File: config.mk
export PLATFORM = sky130hd
export DESIGN_NAME = bpm_power_mode_control
export DESIGN_NICKNAME = d
export VERILOG_FILES = /design/src/rtl/bpm_pkg.sv /design/src/rtl/bpm_input_sync.sv /design/src/rtl/bpm_power_mode_control.sv
export SDC_FILE = /design/constraint.sdc
export NUM_CORES = 1
export LEC_CHECK = 0
export BUFFER_PORTS_ARGS = -buffer_cell sky130_fd_sc_hd__clkbuf_2
export CELL_PAD_IN_SITES_DETAIL_PLACEMENT = 1
export CELL_PAD_IN_SITES_GLOBAL_PLACEMENT = 1
export CORE_MARGIN = 1.5
export CORE_UTILIZATION = 40
export DETAILED_ROUTE_END_ITERATION = 8
export HOLD_SLACK_MARGIN = 0.05
export PLACE_DENSITY_LB_ADDON = 0.1
export SYNTH_ARGS = -nofsm -noshare
export SYNTH_HDL_FRONTEND = slang
export SYNTH_SLANG_ARGS = --single-unit
File: constraint.sdc
create_clock -name sys_clk -period 5.1 [get_ports sys_clk]
set_input_delay 0.765 -clock sys_clk [delete_from_list [all_inputs] [get_ports sys_clk]]
set_output_delay 0.765 -clock sys_clk [all_outputs]
set_load 0.02 [all_outputs]
File: src/rtl/bpm_pkg.sv
// Purpose: Shared constants and carriers for the ballast power mode control block
// Assumes: 20 MHz system clock, comparator results arrive as logic levels
// Notes:   Register offsets are byte addresses on a 32-bit Avalon-MM slave
package bpm_pkg;

  ////////////////////////////////////////////////////////////////////////////
  // Timing
  localparam int CLK_MHZ          = 20;
  localparam int SAVE_DWELL_US    = 10;
  localparam int IDLE_TIMEOUT_US  = 100;
  localparam int SAVE_DWELL_CYC   = SAVE_DWELL_US * CLK_MHZ;
  localparam int IDLE_TIMEOUT_CYC = IDLE_TIMEOUT_US * CLK_MHZ;
  localparam int CNT_W            = 12;
  localparam logic [CNT_W-1:0] SAVE_DWELL_CNT   = CNT_W'(SAVE_DWELL_CYC);
  localparam logic [CNT_W-1:0] IDLE_TIMEOUT_CNT = CNT_W'(IDLE_TIMEOUT_CYC);

  ////////////////////////////////////////////////////////////////////////////
  // Register map
  localparam int          ADDR_W        = 4;
  localparam logic [3:0]  REG_CTRL      = 4'h0;
  localparam logic [3:0]  REG_STATUS    = 4'h4;
  localparam int          CTRL_DRV_BIT  = 0;
  localparam logic        CTRL_DRV_RST  = 1'b1;
  localparam int          STAT_MODE_LSB   = 0;
  localparam int          STAT_FAULT_BIT  = 2;
  localparam int          STAT_SWITCH_BIT = 3;
  localparam int          STAT_CHARGE_BIT = 4;
  localparam int          STAT_VREF_BIT   = 5;
  localparam int          STAT_BOOT_BIT   = 6;
  localparam int          STAT_GATE_LSB   = 8;

  ////////////////////////////////////////////////////////////////////////////
  // Types
  typedef enum logic [1:0] {
    MODE_STARTUP,
    MODE_SAVE,
    MODE_OPERATING,
    MODE_SHUTDOWN
  } bpm_mode_t;

  typedef struct packed {
    logic low_side_gate_input;
    logic high_side_gate_input;
    logic power_factor_input;
    logic heater_input;
  } bpm_gate_in_t;

  typedef struct packed {
    logic low_side_gate_out;
    logic high_side_gate_out;
    logic power_factor_gate_out;
    logic heater_gate_out;
  } bpm_gate_out_t;

  typedef struct packed {
    logic vcc_above_turn_on;
    logic vcc_above_save_low;
    logic vcc_above_vref_off;
    logic vcc_above_uvlo;
    logic vref_above_enable;
    logic vref_above_uv;
    logic vcc_above_reg_start;
    logic vcc_above_reg_on;
    logic vcc_above_reg_off;
    logic sense_above_ref;
    logic boot_above_supply;
  } bpm_cmp_t;

  localparam int SYNC_W = $bits(bpm_gate_in_t) + $bits(bpm_cmp_t);

endpackage : bpm_pkg

File: src/rtl/bpm_input_sync.sv
// Purpose: Three-flop synchroniser with agreement filter for pin-level inputs
// Assumes: Inputs are asynchronous levels
// Notes:   Output changes only when stages two and three agree
module bpm_input_sync
  import bpm_pkg::*;
#(
  parameter int W = SYNC_W
) (
  input  wire logic         sys_clk,
  input  wire logic         reset_n,
  input  wire logic [W-1:0] async_in,
  output logic      [W-1:0] stable_out
);

  logic [W-1:0] stage1;
  logic [W-1:0] stage2;
  logic [W-1:0] stage3;
  wire  [W-1:0] agree = ~(stage2 ^ stage3);
  wire  [W-1:0] next_stable = (agree & stage3) | (~agree & stable_out);

  // Stage one feeds stage two only; metastability stays out of the filter
  always_ff @(posedge sys_clk or negedge reset_n) begin
    if (!reset_n) begin
      stage1     <= '0;
      stage2     <= '0;
      stage3     <= '0;
      stable_out <= '0;
    end else begin
      stage1     <= async_in;
      stage2     <= stage1;
      stage3     <= stage2;
      stable_out <= next_stable;
    end
  end

endmodule : bpm_input_sync

File: src/rtl/bpm_power_mode_control.sv
// Purpose: Supply mode sequencing, gate gating, regulator, fault latch, register slave
// Assumes: Comparator results and logic inputs are asynchronous levels
// Notes:   Every output is registered; mode and outputs change on the same edge
////////////////////////////////////////////////////////////////////////////////
module bpm_power_mode_control
  import bpm_pkg::*;
(
  input  wire logic              sys_clk,
  input  wire logic              reset_n,
  input  wire bpm_gate_in_t      gate_in,
  input  wire bpm_cmp_t          cmp_in,
  input  wire logic [ADDR_W-1:0] avs_address,
  input  wire logic              avs_read,
  input  wire logic              avs_write,
  input  wire logic [31:0]       avs_writedata,
  input  wire logic [3:0]        avs_byteenable,
  output logic      [31:0]       avs_readdata,
  output logic                   avs_waitrequest,
  output bpm_gate_out_t          gate_out,
  output logic                   high_voltage_charger_on,
  output logic                   vref_enable,
  output logic                   vref_high_current,
  output logic                   vref_sink_enable,
  output logic                   supply_switch,
  output logic                   bootstrap_switch_on,
  output logic                   current_fault_output
);

  ////////////////////////////////////////////////////////////////////////////
  // Input synchronisation
  logic [SYNC_W-1:0] sync_out;
  bpm_gate_in_t      gin;
  bpm_cmp_t          cmp;
  bpm_gate_in_t      gin_prev;

  bpm_input_sync #(
    .W          (SYNC_W)
  ) u_sync (
    .sys_clk    (sys_clk),
    .reset_n    (reset_n),
    .async_in   ({gate_in, cmp_in}),
    .stable_out (sync_out)
  );

  assign gin = bpm_gate_in_t'(sync_out[SYNC_W-1 -: $bits(bpm_gate_in_t)]);
  assign cmp = bpm_cmp_t'(sync_out[$bits(bpm_cmp_t)-1:0]);

  wire ls_fall = gin_prev.low_side_gate_input & ~gin.low_side_gate_input;
  wire ls_edge = gin_prev.low_side_gate_input ^ gin.low_side_gate_input;
  wire hs_fall = gin_prev.high_side_gate_input & ~gin.high_side_gate_input;

  ////////////////////////////////////////////////////////////////////////////
  // Mode sequencing
  bpm_mode_t        mode;
  bpm_mode_t        next_mode;
  logic [CNT_W-1:0] dwell_cnt;
  logic [CNT_W-1:0] idle_cnt;
  logic             drv_allow;

  wire dwell_done   = (dwell_cnt == SAVE_DWELL_CNT);
  wire idle_expired = (idle_cnt == IDLE_TIMEOUT_CNT);
  wire supply_fault = ~cmp.vcc_above_uvlo | ~cmp.vref_above_uv;

  always_comb begin
    next_mode = mode;
    case (mode)
      MODE_STARTUP: begin
        if (cmp.vcc_above_turn_on) begin
          next_mode = MODE_SAVE;
        end
      end
      MODE_SAVE: begin
        if (!cmp.vcc_above_vref_off) begin
          next_mode = MODE_STARTUP;
        end else if (dwell_done && cmp.vref_above_enable && hs_fall) begin
          next_mode = MODE_OPERATING;
        end
      end
      MODE_OPERATING: begin
        if (supply_fault) begin
          next_mode = MODE_SHUTDOWN;
        end else if (idle_expired) begin
          next_mode = MODE_SAVE;
        end
      end
      MODE_SHUTDOWN: begin
        if (!cmp.vcc_above_vref_off) begin
          next_mode = MODE_STARTUP;
        end else if (cmp.vcc_above_turn_on) begin
          next_mode = MODE_SAVE;
        end
      end
      default: begin
        next_mode = MODE_STARTUP;
      end
    endcase
  end

  wire next_op = (next_mode == MODE_OPERATING);

  // Counters saturate so a long stay never wraps into a false expiry
  wire [CNT_W-1:0] next_dwell = (mode != MODE_SAVE) ? '0 :
                                dwell_done ? dwell_cnt : dwell_cnt + 1'b1;
  wire [CNT_W-1:0] next_idle  = (mode != MODE_OPERATING || ls_edge) ? '0 :
                                idle_expired ? idle_cnt : idle_cnt + 1'b1;

  ////////////////////////////////////////////////////////////////////////////
  // Supply outputs
  logic fault;

  // Save hysteresis: start charging below the low mark, stop at turn-on
  wire save_charge  = ~cmp.vcc_above_save_low |
                      (high_voltage_charger_on & ~cmp.vcc_above_turn_on);
  wire next_charger = (next_mode == MODE_STARTUP)  ? 1'b1 :
                      (next_mode == MODE_SHUTDOWN) ? 1'b1 :
                      (next_mode == MODE_SAVE)     ? save_charge : 1'b0;
  wire next_vref    = (next_mode != MODE_STARTUP) & cmp.vcc_above_vref_off;
  wire next_vref_hi = next_op & next_vref;

  // Regulator holds its state between falling edges, except above the start threshold (on) or outside operating (off)
  wire next_switch  = !next_op ? 1'b0 :
                      cmp.vcc_above_reg_start ? 1'b1 :
                      (ls_fall && cmp.vcc_above_reg_on) ? 1'b1 :
                      (ls_fall && !cmp.vcc_above_reg_off) ? 1'b0 :
                      supply_switch;

  ////////////////////////////////////////////////////////////////////////////
  // Fault latch and gate drives
  wire fault_set   = (mode == MODE_OPERATING) & cmp.sense_above_ref;
  wire fault_rel   = ~gin.low_side_gate_input & ~gin.high_side_gate_input &
                     ~cmp.sense_above_ref;
  wire next_fault  = fault_set | (fault & ~fault_rel);
  wire overlap     = gin.low_side_gate_input & gin.high_side_gate_input;
  wire drv_on      = next_op & drv_allow;
  wire bridge_ok   = drv_on & ~next_fault & ~overlap;

  bpm_gate_out_t next_gate;
  assign next_gate.low_side_gate_out     = bridge_ok & gin.low_side_gate_input;
  assign next_gate.high_side_gate_out    = bridge_ok & gin.high_side_gate_input;
  assign next_gate.power_factor_gate_out = drv_on & gin.power_factor_input;
  assign next_gate.heater_gate_out       = drv_on & gin.heater_input;

  // Blocking reverse flow costs soft switching, accepted for safety
  wire next_boot = next_gate.low_side_gate_out & ~cmp.boot_above_supply;

  ////////////////////////////////////////////////////////////////////////////
  // Avalon-MM slave, one wait state per access
  wire             bus_req   = avs_read | avs_write;
  wire             bus_done  = bus_req & ~avs_waitrequest;
  wire             next_wait = ~(bus_req & avs_waitrequest);
  wire             hit_ctrl  = (avs_address == REG_CTRL);
  wire             hit_stat  = (avs_address == REG_STATUS);
  wire             ctrl_wr   = bus_done & avs_write & hit_ctrl & avs_byteenable[0];
  wire             next_allow = ctrl_wr ? avs_writedata[CTRL_DRV_BIT] : drv_allow;
  wire [31:0]      ctrl_word = 32'(drv_allow) << CTRL_DRV_BIT;
  wire [31:0]      stat_word = (32'(mode) << STAT_MODE_LSB) |
                               (32'(fault) << STAT_FAULT_BIT) |
                               (32'(supply_switch) << STAT_SWITCH_BIT) |
                               (32'(high_voltage_charger_on) << STAT_CHARGE_BIT) |
                               (32'(vref_enable) << STAT_VREF_BIT) |
                               (32'(bootstrap_switch_on) << STAT_BOOT_BIT) |
                               (32'(gate_out) << STAT_GATE_LSB);
  wire [31:0]      read_word = hit_ctrl ? ctrl_word : hit_stat ? stat_word : 32'h0;
  wire             rd_load   = avs_read & avs_waitrequest;
  wire [31:0]      next_rdata = rd_load ? read_word : avs_readdata;

  ////////////////////////////////////////////////////////////////////////////
  // State registers
  always_ff @(posedge sys_clk or negedge reset_n) begin
    if (!reset_n) begin
      mode      <= MODE_STARTUP;
      gin_prev  <= '0;
      dwell_cnt <= '0;
      idle_cnt  <= '0;
      fault     <= 1'b0;
      drv_allow <= CTRL_DRV_RST;
    end else begin
      mode      <= next_mode;
      gin_prev  <= gin;
      dwell_cnt <= next_dwell;
      idle_cnt  <= next_idle;
      fault     <= next_fault;
      drv_allow <= next_allow;
    end
  end

  always_ff @(posedge sys_clk or negedge reset_n) begin
    if (!reset_n) begin
      gate_out                <= '0;
      high_voltage_charger_on <= 1'b1;
      vref_enable             <= 1'b0;
      vref_high_current       <= 1'b0;
      vref_sink_enable        <= 1'b1;
      supply_switch           <= 1'b0;
      bootstrap_switch_on     <= 1'b0;
      current_fault_output    <= 1'b0;
      avs_waitrequest         <= 1'b1;
      avs_readdata            <= 32'h0;
    end else begin
      gate_out                <= next_gate;
      high_voltage_charger_on <= next_charger;
      vref_enable             <= next_vref;
      vref_high_current       <= next_vref_hi;
      vref_sink_enable        <= ~next_vref;
      supply_switch           <= next_switch;
      bootstrap_switch_on     <= next_boot;
      current_fault_output    <= next_fault;
      avs_waitrequest         <= next_wait;
      avs_readdata            <= next_rdata;
    end
  end
endmodule : bpm_power_mode_control

==> impl_results.md, run 1 <==
- Final Routed Wirelength: between 7000 and 8000 um
- Die W: roughly 110 um
- Clk_skew: 0.01006 ns
- Slew HR: 36.38%
- GR Util All Layers: 14.56%
- Cell Area, Placed: 4502 sq um
- Worst-path clk slew: 0.10 ns
- Netlist cell types: 46
- Least-Margin Pin Slew: 0.9542 ns
- Vias in the first global route: about 2500
- Commonest non-fill, non-tap cell in the layout: dfrtp_1
- Vias/cell: 4.747
- Final Hold Viols: 0
- CTS tree: done
- Worst Path Required: 5.39 ns
- Final worst path period need: 1.999 ns
- PortBufs: 47
- Highest-count cells in the layout ignoring fill and taps: dfrtp_1 (108), clkbuf_2 (46), nor2_1 (30)
- CTS Sinks: 112
- Total CTS buffers: 9
- DP Wirelength: 5197 um
- Startpoint types: flop
- Mapped Cells: 315
- FF+latch count, synth: 112
- # setup viols final: 0
- Die area: 11090 sq um
- Ys async rst share: 100.0%
- Row cnt: 37
- Post-route ant nets: 0
- Via count: 2416
- Area leader, netlist: dfrtp_1
- RePlAce Congestion: 0.7450
- Core box area: 10230 sq um
- Initial Util: 40.93%
- First-pass GRT wire length: 12440 um
- Static Leak: roughly 2.2 nW
- Max IR drop VDD: 0.1587 mV
- Post-synth EDFFs: 0
- Layout cells sized above 1: between 20% and 30%
- CTS Buffer Depth: 2
- # IOs: approximately 100
- Warning count from the yosys run: 0
- Commonest register cell after synthesis: dfrtp_1
- DR WL/cell: approximately 15 um
- Initial antenna violation count: 0
- RSZ-0062 raised after global routing: false
- Final worst slack: 3.101 ns
- Initial DRC count: between 80 and 90
- Crit. End Element: flop
- CP max FO: 13
- Area contributors post-synth: dfrtp_1 (65%), buf_4 (3.8%), maj3_1 (3.6%)
- Share of the synthesized area in the top cell type: 64.54%
- Hold_buf cts: 0
- Synth Cell Area: 4188 sq um
- Resize count post-CTS: 0
- Worst hold path class: reg2reg
- GRT overflow: 0
- Pre-antenna DRT Iters: 4
- CP Data Arrival Time: about 2.3 ns
- Dpl cells: 493
- Layout Nets: around 430
- Max cap viols: 0
- Largest net degree at the start of global routing: 79
- Area grow syn2layout: 12.94%
- Clock root cell: clkbuf_8
- Worst-skew pair later-pin latency: 0.37 ns
- Post-layout instance area: around 4700 sq um
- Avg Inst Size Synth: 13.29 sq um
- Sequential share of the synthesized area: 67.05%
- Number of antenna repair diodes: 0
- Pre-CTS WS: 3.013 ns
- Slew Limit Fails: 0
- Post-CTS setup buffers: 0
- DRC violations left: 0
- Power Density: ~360 nW/um^2
- Final std cells w/o fill: 509
- TNS Setup: 0 ns
- Die H: 105.3 um
- FMAX: ~500 MHz
- # H-tree levels: 3
- Status: finished, final reports clean
- Tcrit/Tclk final: 39.19%
- Kind of critical path: reg2reg
## per-layer routing
metal	GRT usage (%)	part of all wire [%]	vias to the layer above
li1	-	-	1143
met1	20.57	48	1210
met2	21.66	46	52
met3	2.721	3.7	11
met4	7.045	1.9	0
met5	0	0	-
## cells by family after synthesis
| group | Yosys count | synth area share (%) |
|---|---|---|
| compound gates | 25 | 4.482 |
| fa+ha+maj | 20 | 5.079 |
| xor+xnor | 19 | 3.974 |
| mux | 2 | 0.5378 |
| simple gates | 101 | 13.77 |
| flops | 112 | 67.05 |
| other cells | 1 | 0.08955 |
| buf+inv | 35 | 5.019 |
## power breakdown
group / switching [W] / total (W) / leakage, nW / internal, W
sequential: 0.0000413 / 0.000980 / 1.40 / 0.000939
clock: 0.000302 / 0.000583 / 0.108 / 0.000282
combinational: 0.0000872 / 0.000133 / 0.668 / 0.0000456
total: 0.000430 / 0.00170 / 2.18 / 0.00127
## per-stage QoR
stage	util [%]	power, W	hold slack, ns
after floorplan	-	0.001082	0.3312
after global placement	44.00	0.001125	0.3313
after detailed placement	44.00	0.001135	0.3358
after CTS	46.23	0.001723	0.3598
after global routing	46.23	0.001776	0.3678
final	46.23	0.001697	0.3557
## Yosys cell counts, types with 2 or more instances
cell type  number
nand2_1        13
nand4_1         5
clkbuf_1        5
nand3b_1        2
nor3_1          4
a22o_1         10
ha_1            5
nor4_1          2
mux2_2          2
buf_4          21
o21ai_0         4
and4_1          3
dfstp_2         4
and3_1          7
dfrtp_1       108
maj3_1         15
nand3_1        12
nor2_1         30
nor3_2          2
a21oi_1         5
xnor2_1         9
inv_1           8
nand2b_1        6
xor2_1         10
or4_1           2
## cell type report
cell class                 count  area [sq um]
sequential                   112          2808
tap                          136         170.2
inverter                       9         33.78
clock buffer                   9         123.9
timing repair buffer          48         245.2
multi-input combinational    188          1245
fill                        1090          5502
clock inverter                 7         103.9
## worst paths after layout
| kind | start | slack (ns) | depth (start not counted) | endpoint |
|---|---|---|---|---|
| setup / recovery | mode[0] | 3.10 | 4 | vref_high_current |
| min in group asynchronous | reset_n | 0.54 | 1 | u_sync.stage1[10] |
| setup reg to reg | mode[0] | 3.10 | 4 | vref_high_current |
| max in group asynchronous | reset_n | 3.50 | 2 | avs_waitrequest |
| hold reg to reg | u_sync.stage1[9] | 0.36 | 0 | u_sync.stage2[9] |
| hold / removal | u_sync.stage1[9] | 0.36 | 0 | u_sync.stage2[9] |
## worst max-delay path, cell delays in order, from the launching register on
cell,delay [ns]
dfrtp_1,0.55
nand2b_1,0.38
or4_1,0.61
and3_4,0.23
nor3_2,0.15
Note: power is estimated with default switching activity, not from simulation.
==> run 2: changes to the inputs <==
--- a/config.mk
+++ b/config.mk
@@ -9,7 +9,7 @@
 export CELL_PAD_IN_SITES_DETAIL_PLACEMENT = 1
 export CELL_PAD_IN_SITES_GLOBAL_PLACEMENT = 1
 export CORE_MARGIN = 1.5
-export CORE_UTILIZATION = 40
+export CORE_UTILIZATION = 38
 export DETAILED_ROUTE_END_ITERATION = 8
 export HOLD_SLACK_MARGIN = 0.05
 export PLACE_DENSITY_LB_ADDON = 0.1
==> constraint.sdc (replaced) <==
create_clock -name sys_clk -period 1.79 [get_ports sys_clk]
set_input_delay 0.2685 -clock sys_clk [delete_from_list [all_inputs] [get_ports sys_clk]]
set_output_delay 0.2685 -clock sys_clk [all_outputs]
set_load 0.02 [all_outputs]
==> impl_results.md, run 2 (same netlist as run 1, synthesis figures left out) <==
- Final Hold Viols: 0
- CTS Sinks: approximately 110
- RePlAce Congestion: 0.7423
- Area grow syn2layout: 24.11%
- Die area: 11660 sq um
- Commonest non-fill, non-tap cell in the layout: dfrtp_1
- Slew HR: between 60% and 70%
- Tcrit/Tclk final: 101.0%
- Max cap viols: 0
- Status: finished, violations left
- Number of antenna repair diodes: 0
- Post-route ant nets: 0
- DRC violations left: 0
- Row cnt: 38
- Largest net degree at the start of global routing: 79
- Max IR drop VDD: between 0.7 and 0.8 mV
- Power Density: 945.2 nW/um^2
- # IOs: 103
- Vias in the first global route: roughly 2700
- Worst Path Required: 2.10 ns
- Startpoint types: flop
- Multi-input gate area: 1318 sq um
- Hold Slack: 0.09838 ns
- CTS tree: done
- GR Util All Layers: 14.97%
- Dpl cells: 521
- Initial Util: roughly 39%
- CTS Buffer Depth: 2
- Pre-antenna DRT Iters: 4
- Initial DRC count: 97
- Die W: 108.0 um
- Kind of critical path: reg2reg
- First-pass GRT wire length: 13140 um
- Worst-skew pair later-pin latency: 0.37 ns
- Final Routed Wirelength: between 7000 and 8000 um
- # setup viols final: 1
- PortBufs: 47
- Crit. End Element: flop
- Worst-path clk slew: 0.10 ns
- Layout cells sized above 1: 28.71%
- Sequential cell area: 2808 sq um
- Initial antenna violation count: 0
- Total CTS buffers: 9
- Clk_skew: 0.009218 ns
- Layout Nets: 477
- Clock root cell: clkbuf_8
- Worst hold path class: in2reg
- RSZ-0062 raised after global routing: true
- Slew Limit Fails: 0
- Final worst path period need: 1.807 ns
- Final std cells w/o fill: 558
- Die H: 108.0 um
- Fillers: 1126
- FMAX: between 500 and 600 MHz
- DP Wirelength: 5453 um
- Static Leak: 2.413 nW
- Via count: ~2600
- Vias/cell: around 4.7
- DR WL/cell: 14.24 um
- # H-tree levels: 3
- Failing checks: setup timing
- GRT overflow: 0
- Final worst slack: -0.01701 ns
- CP max FO: 4
- Core box area: 10790 sq um
- Pre-CTS WS: -0.02557 ns
- Highest-count cells in the layout ignoring fill and taps: dfrtp_1 (108), clkbuf_2 (46), nor2_1 (30)
- Least-Margin Pin Slew: 0.5416 ns
- CP Data Arrival Time: 2.12 ns
[run 2: stage by stage]
step           total power [W]  setup TNS [ns]  instance area, sq um  util [%]
3_3_place_gp          0.003296               0                  4712     43.66
6_report              0.004912        -0.01701                  5197     48.16
5_1_grt               0.005158         -0.5812                  5197     48.16
4_1_cts               0.004935       -0.004187                  5095     47.21
2_1_floorplan         0.003083               0                  4263         -
3_5_place_dp          0.003314        -0.04073                  4712     43.66
[run 2: power breakdown]
group          total (W)  internal, W  switching, W  leakage, nW
combinational   0.000573     0.000253      0.000320        0.901
sequential       0.00277      0.00268     0.0000914         1.40
clock            0.00157     0.000735      0.000837        0.110
[run 2: path summary, 6_finish.rpt]
path                       slack (ns)  cells past startpoint                end              start
hold reg to reg                  0.36                      0  u_sync.stage2[13]  u_sync.stage1[13]
max in group asynchronous        0.97                      3            mode[1]            reset_n
setup / recovery                -0.02                      6            mode[1]      dwell_cnt[11]
setup reg to reg                -0.02                      6            mode[1]      dwell_cnt[11]
min in group asynchronous        0.40                      3       dwell_cnt[9]            reset_n
hold / removal                    0.1                      2    avs_waitrequest           avs_read
[run 2: layout make-up]
type / instances / share of cell area [%]
Inverter: 9 / 0.6500
Timing Repair Buffer: 93 / 12.52
Sequential cell: 112 / 54.02
Multi-Input combinational cell: 188 / 25.35
Tap cell: 140 / 3.370
Clock buffer: 11 / 2.913
Clock inverter: 5 / 1.180
[run 2: critical path, stage by stage (launching register included)]
cell     delay, ns
dfrtp_1       0.42
nor4_4        0.33
nand3_2       0.12
or4_1         0.48
and3_4        0.23
buf_4         0.14
inv_2         0.03
[run 2: routing by layer]
layer / track usage (%) / wire (um)
met4: 6.485 / 148
met2: 23.92 / 3827
met3: 2.592 / 261
met5: 0 / 0
met1: 20.18 / 3707
[run 2: what timing repair did]
| action | 4_1_cts | 5_1_grt |
|---|---|---|
| hold buffers | 17 | 0 |
| endpoints found under the hold margin | 124 | 0 |
| buffers inserted | 0 | 4 |
| endpoints found under the setup margin | 4 | 8 |
| gates resized for setup | 0 | 18 |
| pin swaps | 3 | 6 |
